## src/verilog/core_pkg.sv

```systemverilog
// constants and types shared by the instruction timing and arithmetic core
// assumes one clock domain, synchronous active-low reset, no register bus
// Behaviour
// - one instruction cycle is four clocks
// - most one cycle; branch, call, return, table two
// - write to pointer low byte jumps, extra cycle
// - skip taken costs one extra cycle
// - add/subtract update zero, carry, half, wrap flags
// - memory-destination add/subtract write memory, same flags
// - carry above 255, borrow below zero
// - bcd fixup to memory, carry only
// - and/or/xor affect zero flag only
// - invert byte, zero flag, acc or memory
// - increment/decrement by one, zero flag only
// - rotate one bit; through forms use carry
// - bit set/clear touches only bit 0..7
// - three move forms supported
// - conditional test then execute or skip next
// - call saves return point; goto saves none
// - table read copies program memory into data memory
package core_pkg;
	localparam int CLKS_PER_CYCLE = 4;
	localparam logic [1:0] PHASE_FETCH = 2'h0;
	localparam logic [1:0] PHASE_READ = 2'h2;
	localparam logic [1:0] PHASE_EXEC = 2'(CLKS_PER_CYCLE - 1);
	localparam logic [7:0] PROGRAM_POINTER_LOW_ADDR = 8'h06;
	localparam logic [11:0] RESET_PC = 12'h000;
	localparam int STACK_DEPTH = 8;
	localparam logic [2:0] PFX_GOTO = 3'h6;
	localparam logic [2:0] PFX_CALL = 3'h7;
	localparam logic [3:0] PFX_SKIP_BIT_ZERO = 4'h8;
	localparam logic [3:0] PFX_SKIP_BIT_SET = 4'h9;
	localparam logic [3:0] PFX_BIT_SET = 4'hA;
	localparam logic [3:0] PFX_BIT_CLEAR = 4'hB;
	localparam logic [3:0] BCD_DIGIT_MAX = 4'h9;
	localparam logic [8:0] BCD_LOW_FIX = 9'h006;
	localparam logic [8:0] BCD_HIGH_FIX = 9'h060;
	localparam logic [7:0] RESET_WORKING = 8'h00;

	typedef enum logic [1:0] {
		ST_RUN = 2'b00,
		ST_STALL = 2'b01,
		ST_TABLE = 2'b11
	} state_type;

	typedef enum logic [5:0] {
		OP_NOP, OP_ADD_MEM, OP_ADD_TO_MEM, OP_ADD_IMM, OP_ADDC_MEM, OP_ADDC_TO_MEM,
		OP_SUB_IMM, OP_SUB_MEM, OP_SUB_TO_MEM, OP_SUBC_MEM, OP_SUBC_TO_MEM,
		OP_BCD_FIXUP, OP_AND_MEM, OP_OR_MEM, OP_XOR_MEM, OP_AND_TO_MEM,
		OP_OR_TO_MEM, OP_XOR_TO_MEM, OP_AND_IMM, OP_OR_IMM, OP_XOR_IMM,
		OP_INVERT_TO_MEM, OP_INVERT, OP_INC, OP_INC_TO_MEM, OP_DEC, OP_DEC_TO_MEM,
		OP_ROR, OP_ROR_TO_MEM, OP_ROR_THRU, OP_ROR_THRU_TO_MEM, OP_ROL,
		OP_ROL_TO_MEM, OP_ROL_THRU, OP_ROL_THRU_TO_MEM, OP_LOAD_MEM, OP_STORE_MEM,
		OP_LOAD_IMM, OP_SKIP_ZERO, OP_SKIP_ZERO_LOAD, OP_SKIP_INC, OP_SKIP_DEC,
		OP_SKIP_INC_LOAD, OP_SKIP_DEC_LOAD, OP_LEAVE, OP_LEAVE_IMM, OP_TABLE_READ,
		OP_CLEAR_MEM, OP_FILL_MEM, OP_SWAP_TO_MEM, OP_SWAP
	} op_type;
endpackage

```

## src/verilog/instruction_timing_alu_core.sv

```systemverilog
// instruction sequencer and alu of an 8-bit single working register core
// assumes program and data memories answer within the clock after the address
`timescale 1ns/1ps
module instruction_timing_alu_core (
	input wire logic clk_in,
	input wire logic nrst_in,
	output logic [11:0] pmem_addr_out,
	input wire logic [14:0] pmem_data_in,
	output logic [7:0] dmem_addr_out,
	input wire logic [7:0] dmem_rdata_in,
	output logic [7:0] dmem_wdata_out,
	output logic dmem_we_out,
	output logic [7:0] working_register_out,
	output logic zero_flag_out,
	output logic carry_flag_out,
	output logic half_nibble_flag_out,
	output logic signed_wrap_flag_out,
	output logic [6:0] table_high_out,
	output logic [11:0] program_pointer_out,
	output logic instr_done_out
);
	localparam int SPW = $clog2(core_pkg::STACK_DEPTH);

	core_pkg::state_type state_q;
	logic [1:0] phase_q;
	logic [14:0] ir_q;
	logic [7:0] mdata_q;
	logic [14:0] tdata_q;
	logic [11:0] pc_q;
	logic [11:0] pmem_addr_q;
	logic [7:0] dmem_addr_q;
	logic [7:0] wdata_q;
	logic we_q;
	logic [7:0] working_register_q;
	logic zero_q;
	logic carry_q;
	logic half_nibble_flag_q;
	logic signed_wrap_flag_q;
	logic [6:0] table_high_q;
	logic [11:0] stack_q [core_pkg::STACK_DEPTH];
	logic [SPW-1:0] sp_q;

	core_pkg::op_type op;
	logic [7:0] opnd;
	logic [2:0] bit_sel;
	logic [7:0] res;
	logic has_res;
	logic mem_form;
	logic to_acc;
	logic to_mem;
	logic arith;
	logic is_sub;
	logic use_carry;
	logic upd_z;
	logic upd_c;
	logic upd_hw;
	logic c_n;
	logic hn_n;
	logic sw_n;
	logic skip;
	logic jump;
	logic push;
	logic pop;
	logic tbl;
	logic pcl_write;
	logic stall;
	logic [8:0] bcd_lo;
	logic [8:0] bcd_hi;
	logic exec;
	logic [11:0] pc_next;

	// adder returns {carry, half carry, signed overflow, sum}
	function automatic logic [10:0] add8(input logic [7:0] x, input logic [7:0] y, input logic ci);
		logic [8:0] s;
		logic [4:0] h;
		s = {1'b0, x} + {1'b0, y} + {8'h00, ci};
		h = {1'b0, x[3:0]} + {1'b0, y[3:0]} + {4'h0, ci};
		add8 = {s[8], h[4], (x[7] == y[7]) && (s[7] != x[7]), s[7:0]};
	endfunction

	assign op = core_pkg::op_type'(ir_q[13:8]);
	assign bit_sel = ir_q[10:8];
	assign opnd = (op inside {core_pkg::OP_ADD_IMM, core_pkg::OP_SUB_IMM, core_pkg::OP_AND_IMM,
		core_pkg::OP_OR_IMM, core_pkg::OP_XOR_IMM, core_pkg::OP_LOAD_IMM}) ? ir_q[7:0] : mdata_q;
	assign exec = (state_q == core_pkg::ST_RUN) && (phase_q == core_pkg::PHASE_EXEC);

	always_comb begin
		res = 8'h00;
		has_res = 1'b0;
		mem_form = 1'b0;
		arith = 1'b0;
		upd_z = 1'b0;
		upd_c = 1'b0;
		upd_hw = 1'b0;
		c_n = carry_q;
		hn_n = half_nibble_flag_q;
		sw_n = signed_wrap_flag_q;
		skip = 1'b0;
		jump = 1'b0;
		push = 1'b0;
		pop = 1'b0;
		tbl = 1'b0;
		bcd_lo = 9'h000;
		bcd_hi = 9'h000;
		is_sub = op inside {core_pkg::OP_SUB_IMM, core_pkg::OP_SUB_MEM, core_pkg::OP_SUB_TO_MEM,
			core_pkg::OP_SUBC_MEM, core_pkg::OP_SUBC_TO_MEM};
		use_carry = op inside {core_pkg::OP_ADDC_MEM, core_pkg::OP_ADDC_TO_MEM,
			core_pkg::OP_SUBC_MEM, core_pkg::OP_SUBC_TO_MEM};
		if (ir_q[14:12] == core_pkg::PFX_GOTO) begin
			jump = 1'b1;
		end else if (ir_q[14:12] == core_pkg::PFX_CALL) begin
			jump = 1'b1;
			push = 1'b1;
		end else if (ir_q[14]) begin
			res = mdata_q;
			case (ir_q[14:11])
				core_pkg::PFX_SKIP_BIT_ZERO: skip = ~mdata_q[bit_sel];
				core_pkg::PFX_SKIP_BIT_SET: skip = mdata_q[bit_sel];
				core_pkg::PFX_BIT_SET: begin
					res[bit_sel] = 1'b1;
					has_res = 1'b1;
					mem_form = 1'b1;
				end
				default: begin
					res[bit_sel] = 1'b0;
					has_res = 1'b1;
					mem_form = 1'b1;
				end
			endcase
		end else begin
			mem_form = op inside {core_pkg::OP_ADD_TO_MEM, core_pkg::OP_ADDC_TO_MEM,
				core_pkg::OP_SUB_TO_MEM, core_pkg::OP_SUBC_TO_MEM, core_pkg::OP_BCD_FIXUP,
				core_pkg::OP_AND_TO_MEM, core_pkg::OP_OR_TO_MEM, core_pkg::OP_XOR_TO_MEM,
				core_pkg::OP_INVERT_TO_MEM, core_pkg::OP_INC_TO_MEM, core_pkg::OP_DEC_TO_MEM,
				core_pkg::OP_ROR_TO_MEM, core_pkg::OP_ROR_THRU_TO_MEM, core_pkg::OP_ROL_TO_MEM,
				core_pkg::OP_ROL_THRU_TO_MEM, core_pkg::OP_STORE_MEM, core_pkg::OP_SKIP_INC,
				core_pkg::OP_SKIP_DEC, core_pkg::OP_CLEAR_MEM, core_pkg::OP_FILL_MEM,
				core_pkg::OP_SWAP_TO_MEM};
			has_res = 1'b1;
			case (op)
				core_pkg::OP_ADD_MEM, core_pkg::OP_ADD_TO_MEM, core_pkg::OP_ADD_IMM,
				core_pkg::OP_ADDC_MEM, core_pkg::OP_ADDC_TO_MEM, core_pkg::OP_SUB_IMM,
				core_pkg::OP_SUB_MEM, core_pkg::OP_SUB_TO_MEM, core_pkg::OP_SUBC_MEM,
				core_pkg::OP_SUBC_TO_MEM: arith = 1'b1;
				core_pkg::OP_BCD_FIXUP: begin
					bcd_lo = {1'b0, working_register_q};
					if ((working_register_q[3:0] > core_pkg::BCD_DIGIT_MAX) || half_nibble_flag_q)
						bcd_lo = bcd_lo + core_pkg::BCD_LOW_FIX;
					bcd_hi = {1'b0, bcd_lo[7:0]};
					if ((bcd_lo[7:4] > core_pkg::BCD_DIGIT_MAX) || carry_q || bcd_lo[8])
						bcd_hi = bcd_hi + core_pkg::BCD_HIGH_FIX;
					res = bcd_hi[7:0];
					c_n = carry_q | bcd_lo[8] | bcd_hi[8];
					upd_c = 1'b1;
				end
				core_pkg::OP_AND_MEM, core_pkg::OP_AND_TO_MEM, core_pkg::OP_AND_IMM: begin
					res = working_register_q & opnd;
					upd_z = 1'b1;
				end
				core_pkg::OP_OR_MEM, core_pkg::OP_OR_TO_MEM, core_pkg::OP_OR_IMM: begin
					res = working_register_q | opnd;
					upd_z = 1'b1;
				end
				core_pkg::OP_XOR_MEM, core_pkg::OP_XOR_TO_MEM, core_pkg::OP_XOR_IMM: begin
					res = working_register_q ^ opnd;
					upd_z = 1'b1;
				end
				core_pkg::OP_INVERT, core_pkg::OP_INVERT_TO_MEM: begin
					res = ~mdata_q;
					upd_z = 1'b1;
				end
				core_pkg::OP_INC, core_pkg::OP_INC_TO_MEM: begin
					res = mdata_q + 8'h01;
					upd_z = 1'b1;
				end
				core_pkg::OP_DEC, core_pkg::OP_DEC_TO_MEM: begin
					res = mdata_q - 8'h01;
					upd_z = 1'b1;
				end
				core_pkg::OP_ROR, core_pkg::OP_ROR_TO_MEM: res = {mdata_q[0], mdata_q[7:1]};
				core_pkg::OP_ROL, core_pkg::OP_ROL_TO_MEM: res = {mdata_q[6:0], mdata_q[7]};
				core_pkg::OP_ROR_THRU, core_pkg::OP_ROR_THRU_TO_MEM: begin
					res = {carry_q, mdata_q[7:1]};
					c_n = mdata_q[0];
					upd_c = 1'b1;
				end
				core_pkg::OP_ROL_THRU, core_pkg::OP_ROL_THRU_TO_MEM: begin
					res = {mdata_q[6:0], carry_q};
					c_n = mdata_q[7];
					upd_c = 1'b1;
				end
				core_pkg::OP_LOAD_MEM, core_pkg::OP_LOAD_IMM: res = opnd;
				core_pkg::OP_STORE_MEM: res = working_register_q;
				core_pkg::OP_SKIP_ZERO: begin
					has_res = 1'b0;
					skip = (mdata_q == 8'h00);
				end
				core_pkg::OP_SKIP_ZERO_LOAD: begin
					res = mdata_q;
					skip = (mdata_q == 8'h00);
				end
				core_pkg::OP_SKIP_INC, core_pkg::OP_SKIP_INC_LOAD: begin
					res = mdata_q + 8'h01;
					skip = (res == 8'h00);
				end
				core_pkg::OP_SKIP_DEC, core_pkg::OP_SKIP_DEC_LOAD: begin
					res = mdata_q - 8'h01;
					skip = (res == 8'h00);
				end
				core_pkg::OP_LEAVE: begin
					has_res = 1'b0;
					pop = 1'b1;
				end
				core_pkg::OP_LEAVE_IMM: begin
					res = ir_q[7:0];
					pop = 1'b1;
				end
				core_pkg::OP_TABLE_READ: begin
					has_res = 1'b0;
					tbl = 1'b1;
				end
				core_pkg::OP_CLEAR_MEM: res = 8'h00;
				core_pkg::OP_FILL_MEM: res = 8'hFF;
				core_pkg::OP_SWAP, core_pkg::OP_SWAP_TO_MEM: res = {mdata_q[3:0], mdata_q[7:4]};
				default: has_res = 1'b0;
			endcase
			if (arith) begin
				// subtract is x + ~y + 1, so carry out means no borrow
				{c_n, hn_n, sw_n, res} = add8(working_register_q, is_sub ? ~opnd : opnd,
					use_carry ? carry_q : is_sub);
				upd_z = 1'b1;
				upd_c = 1'b1;
				upd_hw = 1'b1;
			end
		end
		to_acc = has_res & ~mem_form;
		to_mem = has_res & mem_form;
	end

	assign pcl_write = to_mem && (dmem_addr_q == core_pkg::PROGRAM_POINTER_LOW_ADDR);
	assign stall = jump | skip | push | pop | tbl | pcl_write;

	always_comb begin
		pc_next = pc_q + 12'h001;
		if (jump)
			pc_next = ir_q[11:0];
		else if (pop)
			pc_next = stack_q[sp_q - SPW'(1)];
		else if (pcl_write)
			pc_next = {pc_q[11:8], res};
		else if (skip)
			pc_next = pc_q + 12'h002;
	end

	always_ff @(posedge clk_in) begin
		if (!nrst_in)
			phase_q <= core_pkg::PHASE_FETCH;
		else
			phase_q <= phase_q + 2'h1;
	end

	always_ff @(posedge clk_in) begin
		if (!nrst_in) begin
			state_q <= core_pkg::ST_RUN;
		end else if (phase_q == core_pkg::PHASE_EXEC) begin
			case (state_q)
				core_pkg::ST_RUN: begin
					if (tbl)
						state_q <= core_pkg::ST_TABLE;
					else if (stall)
						state_q <= core_pkg::ST_STALL;
				end
				default: state_q <= core_pkg::ST_RUN;
			endcase
		end
	end

	always_ff @(posedge clk_in) begin
		if (!nrst_in) begin
			ir_q <= 15'h0000;
			tdata_q <= 15'h0000;
			dmem_addr_q <= 8'h00;
			mdata_q <= 8'h00;
		end else begin
			if (phase_q == core_pkg::PHASE_FETCH && state_q == core_pkg::ST_RUN) begin
				ir_q <= pmem_data_in;
				dmem_addr_q <= pmem_data_in[7:0];
			end
			if (phase_q == core_pkg::PHASE_FETCH && state_q == core_pkg::ST_TABLE)
				tdata_q <= pmem_data_in;
			// the pointer low byte lives here, not in data memory
			if (phase_q == core_pkg::PHASE_READ && state_q == core_pkg::ST_RUN)
				mdata_q <= (dmem_addr_q == core_pkg::PROGRAM_POINTER_LOW_ADDR) ? pc_q[7:0]
					: dmem_rdata_in;
		end
	end

	always_ff @(posedge clk_in) begin
		if (!nrst_in) begin
			pc_q <= core_pkg::RESET_PC;
			pmem_addr_q <= core_pkg::RESET_PC;
			sp_q <= '0;
		end else if (exec) begin
			pc_q <= pc_next;
			pmem_addr_q <= tbl ? {pc_q[11:8], working_register_q} : pc_next;
			if (push) begin
				stack_q[sp_q] <= pc_q + 12'h001;
				sp_q <= sp_q + SPW'(1);
			end else if (pop) begin
				sp_q <= sp_q - SPW'(1);
			end
		end else if (state_q == core_pkg::ST_TABLE && phase_q == core_pkg::PHASE_EXEC) begin
			pmem_addr_q <= pc_q;
		end
	end

	// writes strobe during the fetch clock of the next cycle, address still held
	always_ff @(posedge clk_in) begin
		if (!nrst_in) begin
			we_q <= 1'b0;
			wdata_q <= 8'h00;
			table_high_q <= 7'h00;
		end else if (exec) begin
			we_q <= to_mem && !pcl_write;
			wdata_q <= res;
		end else if (state_q == core_pkg::ST_TABLE && phase_q == core_pkg::PHASE_EXEC) begin
			we_q <= 1'b1;
			wdata_q <= tdata_q[7:0];
			table_high_q <= tdata_q[14:8];
		end else begin
			we_q <= 1'b0;
		end
	end

	always_ff @(posedge clk_in) begin
		if (!nrst_in) begin
			working_register_q <= core_pkg::RESET_WORKING;
			zero_q <= 1'b0;
			carry_q <= 1'b0;
			half_nibble_flag_q <= 1'b0;
			signed_wrap_flag_q <= 1'b0;
		end else if (exec) begin
			if (to_acc)
				working_register_q <= res;
			if (upd_z)
				zero_q <= (res == 8'h00);
			if (upd_c)
				carry_q <= c_n;
			if (upd_hw) begin
				half_nibble_flag_q <= hn_n;
				signed_wrap_flag_q <= sw_n;
			end
		end
	end

	assign pmem_addr_out = pmem_addr_q;
	assign dmem_addr_out = dmem_addr_q;
	assign dmem_wdata_out = wdata_q;
	assign dmem_we_out = we_q;
	assign working_register_out = working_register_q;
	assign zero_flag_out = zero_q;
	assign carry_flag_out = carry_q;
	assign half_nibble_flag_out = half_nibble_flag_q;
	assign signed_wrap_flag_out = signed_wrap_flag_q;
	assign table_high_out = table_high_q;
	assign program_pointer_out = pc_q;
	assign instr_done_out = (phase_q == core_pkg::PHASE_EXEC) && !(exec && stall);
endmodule

```

## config.mk

```make
export PLATFORM = sky130hd
export DESIGN_NAME = instruction_timing_alu_core
export DESIGN_NICKNAME = d
export VERILOG_FILES = /design/src/verilog/core_pkg.sv /design/src/verilog/instruction_timing_alu_core.sv
export SDC_FILE = /design/constraint.sdc
export NUM_CORES = 1
export LEC_CHECK = 0
export ABC_AREA = 1
export BUFFER_PORTS_ARGS = -buffer_cell sky130_fd_sc_hd__buf_4
export CAP_MARGIN = 25
export CORE_ASPECT_RATIO = 1.5
export CORE_UTILIZATION = 60
export CTS_BUF_LIST = sky130_fd_sc_hd__clkbuf_8 sky130_fd_sc_hd__clkbuf_16
export DETAILED_ROUTE_END_ITERATION = 7
export PLACE_DENSITY = 0.87
export SLEW_MARGIN = 20
export SYNTH_ARGS = -nofsm -noshare
export SYNTH_HDL_FRONTEND = slang
export SYNTH_SLANG_ARGS = --single-unit
```

## constraint.sdc

```tcl
create_clock -name clk_in -period 7.8 [get_ports clk_in]
set_input_delay 1.17 -clock clk_in [delete_from_list [all_inputs] [get_ports clk_in]]
set_output_delay 1.17 -clock clk_in [all_outputs]
set_load 0.01 [all_outputs]
```

Word level (Yosys, flattened, before mapping)
Memory sizes are Yosys's and may differ from the RTL's.
Index checks and enable logic that the tools add are counted.
Cells by class
  magnitude comparators: 4
  equality and inequality tests: 62
  reductions and logical operators: 57
  add/sub/neg operators: 13
  muxes and demuxes: 88
  bitwise logic cells: 23
Operators with widths (count)
  $pmux 8 s17: 1
  $eq 6x6->1 const B: 19
  $eq 6x5->1 const B: 16
  $mux 9: 10
  $mux 12: 7
  $mux 8: 9
  $mux 1: 50
  $eq 6x4->1 const B: 8
  $reduce_or 47->1: 1
  $logic_not 8->1: 4
  $eq 6x3->1 const B: 4
  $not 8->8: 3
  $reduce_or 2->1: 12
  $reduce_bool 21->1: 1
  $and 8x8->8: 2
  $or 8x8->8: 2
  $pmux 8 s2: 1
  $reduce_or 15->1: 1
  $add 12x1->12 const B: 1
  $add 12x2->12 const B: 1
  $eq 4x4->1 const B: 3
  $eq 6x2->1 const B: 2
  $reduce_and 6->1: 2
  $logic_and 1x1->1: 11
  43 further kinds: 76
Storage, ports and cells
  register bits: 105
  input port bits: 25
  RAM bits: 96
  memories: 1
  output and inout port bits: 61
  word-level logic and storage cells: 265
Memory list
  stack_q: words 8, bits a word 12, rd ports 1, clocked after Yosys merged registers in 0, wr ports 1, line instruction_timing_alu_core.sv:40  | logic [11:0] stack_q [core_pkg::STACK_DEPTH];

Longest topological paths before layout
  word-level depth: 25
  gate-level depth with buffers: 28
  mapped depth without buffers: 28

Worst setup path before layout
OpenSTA, ideal clock, no wires.
  path type: reg2reg
  from: reg ir_q[8]
  to: reg pmem_addr_q[4], in the netlist pmem_addr_out[4]
  stages on the path, launching flop included: 26
  buffers on the path: 0
  data required time: 7678 ps
  arrival time: 3347 ps
  library setup time: 122 ps
  period minus slack after synthesis: 3468 ps
  path slack: 4332 ps
  cell sequence: dfxtp_1 > nand2_1 > inv_2 > nand2_1 > o21ai_0 > inv_1 > nand3_1 > xor2_1 > fa_1 > inv_1 > fa_1 > inv_1 > nand3_1 > nand2_1 > xor2_1 > inv_1 > a21oi_1 > nand4_1 > nand2_1 > nand2_1 > nand3_1 > nand2_1 > nand2_1 > nand2_1 > nand2_1 > a21oi_2
On the way
  cells in the longest elaborated chain, start to end: 16
  elaborated cells between the ends (all ways): 130
  those cells by class: add/sub: 2; order compare: 2; eq/ne: 50; mux: 43; bitwise: 9; reduce/logical: 24
RTL lines
  from (decl): line instruction_timing_alu_core.sv:26  | logic [14:0] ir_q;
  from (signal assigned): line instruction_timing_alu_core.sv:286  | ir_q <= pmem_data_in;
  $eq 6x2->1 (tied with other cells): line instruction_timing_alu_core.sv:83, instruction_timing_alu_core.sv:140
  $reduce_bool 6->1: line instruction_timing_alu_core.sv:83  | assign opnd = (op inside {core_pkg::OP_ADD_IMM, core_pkg::OP_SUB_IMM, core_pkg::OP_AND_IMM,
  $mux 8: line instruction_timing_alu_core.sv:84  | core_pkg::OP_OR_IMM, core_pkg::OP_XOR_IMM, core_pkg::OP_LOAD_IMM}) ? ir_q[7:0] : mdata_q;
  $not 8->8: line instruction_timing_alu_core.sv:229  | {c_n, hn_n, sw_n, res} = add8(working_register_q, is_sub ? ~opnd : opnd,
  $mux 8: line instruction_timing_alu_core.sv:229
  $add 8x8->9: line instruction_timing_alu_core.sv:76  | s = {1'b0, x} + {1'b0, y} + {8'h00, ci};
  $add 9x1->9: line instruction_timing_alu_core.sv:76
  $mux 8: line instruction_timing_alu_core.sv:227  | if (arith) begin
  $mux 8: line instruction_timing_alu_core.sv:114  | end else if (ir_q[14]) begin
  $mux 8: line instruction_timing_alu_core.sv:111  | end else if (ir_q[14:12] == core_pkg::PFX_CALL) begin
  $mux 8: line instruction_timing_alu_core.sv:109  | if (ir_q[14:12] == core_pkg::PFX_GOTO) begin
  $mux 12: line instruction_timing_alu_core.sv:249  | else if (pcl_write)
  $mux 12: line instruction_timing_alu_core.sv:247  | else if (pop)
  $mux 12: line instruction_timing_alu_core.sv:245  | if (jump)
  $mux 12 *: line instruction_timing_alu_core.sv:305  | pmem_addr_q <= tbl ? {pc_q[11:8], working_register_q} : pc_next;
  $mux 12 *: line instruction_timing_alu_core.sv:303  | end else if (exec) begin
  to (signal assigned): line instruction_timing_alu_core.sv:301  | pmem_addr_q <= core_pkg::RESET_PC;
  to (signal assigned): line instruction_timing_alu_core.sv:305
  to (signal assigned): line instruction_timing_alu_core.sv:313  | pmem_addr_q <= pc_q;
  to (decl): line instruction_timing_alu_core.sv:30  | logic [11:0] pmem_addr_q;
Every way passes the cells marked *; elsewhere a longest branch is shown, timed or not. The select of a mux whose other input is x is not followed.
A chain may end at the register's enable or synchronous reset.

Final worst setup path
  from: reg ir_q[14]
  to: out instr_done_out
On the way
  cells in the longest elaborated chain, start to end: 13
  elaborated cells between the ends (all ways): 35
  those cells by class: eq/ne: 4; mux: 20; bitwise: 6; reduce/logical: 5
RTL lines
  $eq 4x4->1: line instruction_timing_alu_core.sv:116  | case (ir_q[14:11])
  $pmux 1 s2: line instruction_timing_alu_core.sv:116
  $mux 1: line instruction_timing_alu_core.sv:114
  $mux 1: line instruction_timing_alu_core.sv:111
  $mux 1: line instruction_timing_alu_core.sv:109
  $or 1x1->1 (4 in series): line instruction_timing_alu_core.sv:241  | assign stall = jump | skip | push | pop | tbl | pcl_write;
  $or 1x1->1 *: line instruction_timing_alu_core.sv:241
  $logic_and 1x1->1 *: line instruction_timing_alu_core.sv:367  | assign instr_done_out = (phase_q == core_pkg::PHASE_EXEC) && !(exec && stall);
  $logic_not 1->1 *: line instruction_timing_alu_core.sv:367
  $logic_and 1x1->1 *: line instruction_timing_alu_core.sv:367
  to (decl): line instruction_timing_alu_core.sv:20  | output logic instr_done_out
Every way passes the cells marked *; elsewhere a longest branch is shown, timed or not.

==> summary.txt <==
Die
  – Die Area: approximately 20000 µm²
  – Starting Density: 61.8%
  – Total core area: just under 20000 µm²
  – Die Ht: between 150 and 200 µm
  – DIE WIDTH: between 100 and 150 µm
  – I/O pins: 86
  – Core Rows: 62

Clock tree
  – Worst-Skew Late Latency: between 400 and 500 ps
  – CTS buffer count: 17
  – Worst-path clk slew: around 80 ps
  – Root buffer cell: clkbuf_16
  – Post-CTS resize count: 0
  – CTS max path bufs: 2
  – CTS tree: done
  – CTS Sinks: between 150 and 200
  – Number of H-tree levels: 4
  – Post-CTS Setup Bufs: 0
  – CTS hold repair buffers: 0

Final layout
  – Design area: between 10000 and 15000 µm²
  – Most common cell after layout, fill and taps aside: nand2_1
  – Finished Core Util: between 60 and 70%
  – Most frequent cells in the layout: 361 x nand2_1, 176 x nor2_1, 159 x o21ai_0
  – Share of cells above drive strength 1: 11.2%
  – Finished Layout Cells: ~1900
  – Synth-to-layout area growth: 10.5%
  – Filler Cells Inserted: 1604
  – NumNets Final: 1700

Power and ir drop
  – Total power: between 2 and 3 mW
  – Leakage power: approximately 5.5 nW
  – PD cells: ~190 nW/µm²
  – Maximum vdd drop: 0.174 mV

Drt
  – Final WL: approximately 46 mm
  – Vias per cell: about 6.4
  – Vias: about 12000
  – Wirelength per Cell: 24.1 µm
  – Routed Antenna Nets: 0
  – Number of DRC markers in iteration 0: around 1600
  – Drt pass-1 iters: 8
  – DRC viols: 6

Timing
  – Tightest Pin Transition: slightly above 1000 ps
  – Post-layout min period: roughly 5200 ps
  – Slew HR: 31.0%
  – Setup ws final: approximately 2600 ps
  – Setup TNS: 0 ps
  – Top achievable clock speed: between 0.15 and 0.2 GHz
  – Final slew viol count: 0
  – Final worst-path cycle share: between 60% and 70%
  – Fin. Hold Viols: 0
  – Finish-stage setup viols: 0
  – Final hold slack: between 400 and 500 ps
  – Clock Skews: 14.9 ps
  – RSZ-0062 raised after global routing: false

Worst setup path
  – Critical path cell sequence: clkinv_1 > nand4_1 > nor3_2 > nand2_1 > nand3b_2 > a41oi_1 > nand2_1 > inv_1 > nor2_1 > buf_4
  – WP data required: between 6000 and 7000 ps
  – WP data arrival: 4070 ps
  – Setup CP Type: flop to output pin
  – Crit-path max FO: 21
  – CP most frequent cell: nand2_1
  – Crit. End Element: output pin
  – CP max stage delay: 1010 ps
  – CP Launch Type: flop
  – Slowest cell on the critical path: dfxtp_1

Synthesis
  – Yosys warnings: 0
  – Async S/R FF share, synth: 0%
  – Post-synthesis mux area share: between 1 and 1.5%
  – Yosys cell types: 54
  – Syn avg cell area: roughly 7.4 µm²
  – Syn Std Cell Area: 11900 µm²
  – Register area share after synthesis: between 40% and 50%
  – Xor/xnor share of the synthesized area: 2.14%
  – Net count after synthesis: ~1700
  – Post-Synthesis Cells: approximately 1600
  – FF+latch count, synth: around 190
  – Simple-Gate Fraction of Synth Area: between 20% and 30%
  – Main combinational cell family by area after synthesis: simple AND/OR/NAND/NOR gates
  – Top FF cell, synth: dfxtp_1
  – Post-synth EDFFs: between 90 and 100
  – Post-Synth Adder-Cell Area: around 3.6%
  – Synth Area in Compound Gates: between 10% and 20%

Place
  – HPWL Detailed: approximately 33 mm
  – Placed Instances: between 1500 and 2000
  – Setup slack after placement: between 3000 and 4000 ps
  – Cell Area, Placed: approximately 13000 µm²
  – Port buffer count: 85
  – Gpl congestion: around 1.2

Global routing
  – Grt ovf: 0
  – Largest net degree at the start of global routing: about 80
  – Total global-route track usage: 47.1%
  – Vias in the first global route: 11900
  – Initial antenna violation count: 1
  – First-pass GRT wire length: 69.1 mm

Run status
  – Failing checks: design-rule violations
  – Status: complete, but fails checks

Run
  – # Max-Cap Violations: 0

Min path
  – Hold crit path type: flop to flop
synthesized netlist by cell type, types with 3 or more instances:
| library cell | number | area share [%] |
|---|---|---|
| nand2_1 | 361 | 11 |
| nor2_1 | 177 | 5.6 |
| o21ai_0 | 159 | 6.7 |
| inv_1 | 154 | 4.9 |
| nand3_1 | 114 | 4.8 |
| dfxtp_1 | 97 | 16 |
| a21oi_1 | 96 | 4.0 |
| edfxtp_1 | 96 | 24 |
| clkbuf_1 | 42 | 1.3 |
| ha_1 | 31 | 3.3 |
| nand4_1 | 24 | 1.3 |
| o211ai_1 | 24 | 1.5 |
| xor2_1 | 22 | 1.6 |
| nor3_1 | 18 | 0.76 |
| buf_2 | 14 | 0.59 |
| mux2i_1 | 14 | 1.2 |
| buf_4 | 13 | 0.82 |
| a31oi_1 | 12 | 0.63 |
| o32ai_1 | 10 | 0.74 |
| inv_2 | 8 | 0.25 |
| nand2_2 | 8 | 0.42 |
| o221ai_1 | 8 | 0.59 |
| o22ai_1 | 7 | 0.37 |
| xnor2_1 | 7 | 0.52 |
| nor2_2 | 6 | 0.32 |
| o21ai_2 | 6 | 0.44 |
| o31ai_1 | 6 | 0.38 |
| a21oi_2 | 5 | 0.37 |
| nand3b_1 | 5 | 0.32 |
| nor4_1 | 5 | 0.26 |
| o21ai_1 | 5 | 0.21 |
| buf_6 | 4 | 0.38 |
| nand2_4 | 4 | 0.38 |
| o21a_1 | 4 | 0.25 |
| o21bai_1 | 4 | 0.25 |
| nand3_2 | 3 | 0.25 |
| nor3_2 | 3 | 0.25 |
| or2_2 | 3 | 0.16 |
critical path: cells and delay by family (launching register included):
| kind | cells | cell delay (ps) |
|---|---|---|
| and+or+nand+nor | 6 | 1330 |
| buffers and inverters | 3 | 990 |
| DFF | 1 | 1010 |
| AOI/OAI and AO/OA | 1 | 270 |
per-layer routing:
metal,up-vias,track usage (%),share of wire (%),wire [µm]
met3,333,14.1,9.9,4550
met4,2,44.0,11,5100
li1,5497,-,-,-
met1,5613,49.1,32,14800
met2,870,74.4,47,21600
met5,-,0,0.028,13
registers in the layout (all words and copies together) (netlist names), 8 cells and up:
name and flops:
dmem_wdata_out 8, ir_q 15, mdata_q 8, pmem_addr_out 12
program_pointer_out 12, stack_q 96, tdata_q 15, working_register_out 8
worst paths after layout:
path | start | endpoint | slack (ps) | cells after the start
setup / recovery | ir_q[14]$_SDFFE_PN0P_ | instr_done_out | 2560 | 10
hold / removal | tdata_q[10]$_SDFFE_PN0P_ | tdata_q[10]$_SDFFE_PN0P_ | 450 | 2
setup reg to reg | ir_q[10]$_SDFFE_PN0P_ | pmem_addr_out[4]$_SDFFE_PN0P_ | 3050 | 26
hold reg to reg | tdata_q[10]$_SDFFE_PN0P_ | tdata_q[10]$_SDFFE_PN0P_ | 450 | 2
cells by family after synthesis:
group           count (synthesis)
simple gates                  736
xor+xnor                       29
flops                         193
compound gates                356
buf+inv                       242
fa+ha+maj                      33
mux                            14
area by class of cell:
class	count	area, µm²	area share, %
Clock inverter	15	141	1.08
Multi-Input combinational cell	1168	6070	46.2
Inverter	164	616	4.69
Timing Repair Buffer	98	736	5.60
Sequential cell	193	4830	36.7
Tap cell	256	320	2.44
Clock buffer	17	425	3.24
Antenna cell	1	2.50	0.0191
power by group:
part | internal, mW | switching [mW] | total, mW
Sequential | 1.08 | 0.0682 | 1.15
Clock | 0.424 | 0.427 | 0.851
Combinational | 0.154 | 0.374 | 0.528
Power figures use the tool's default switching activity.
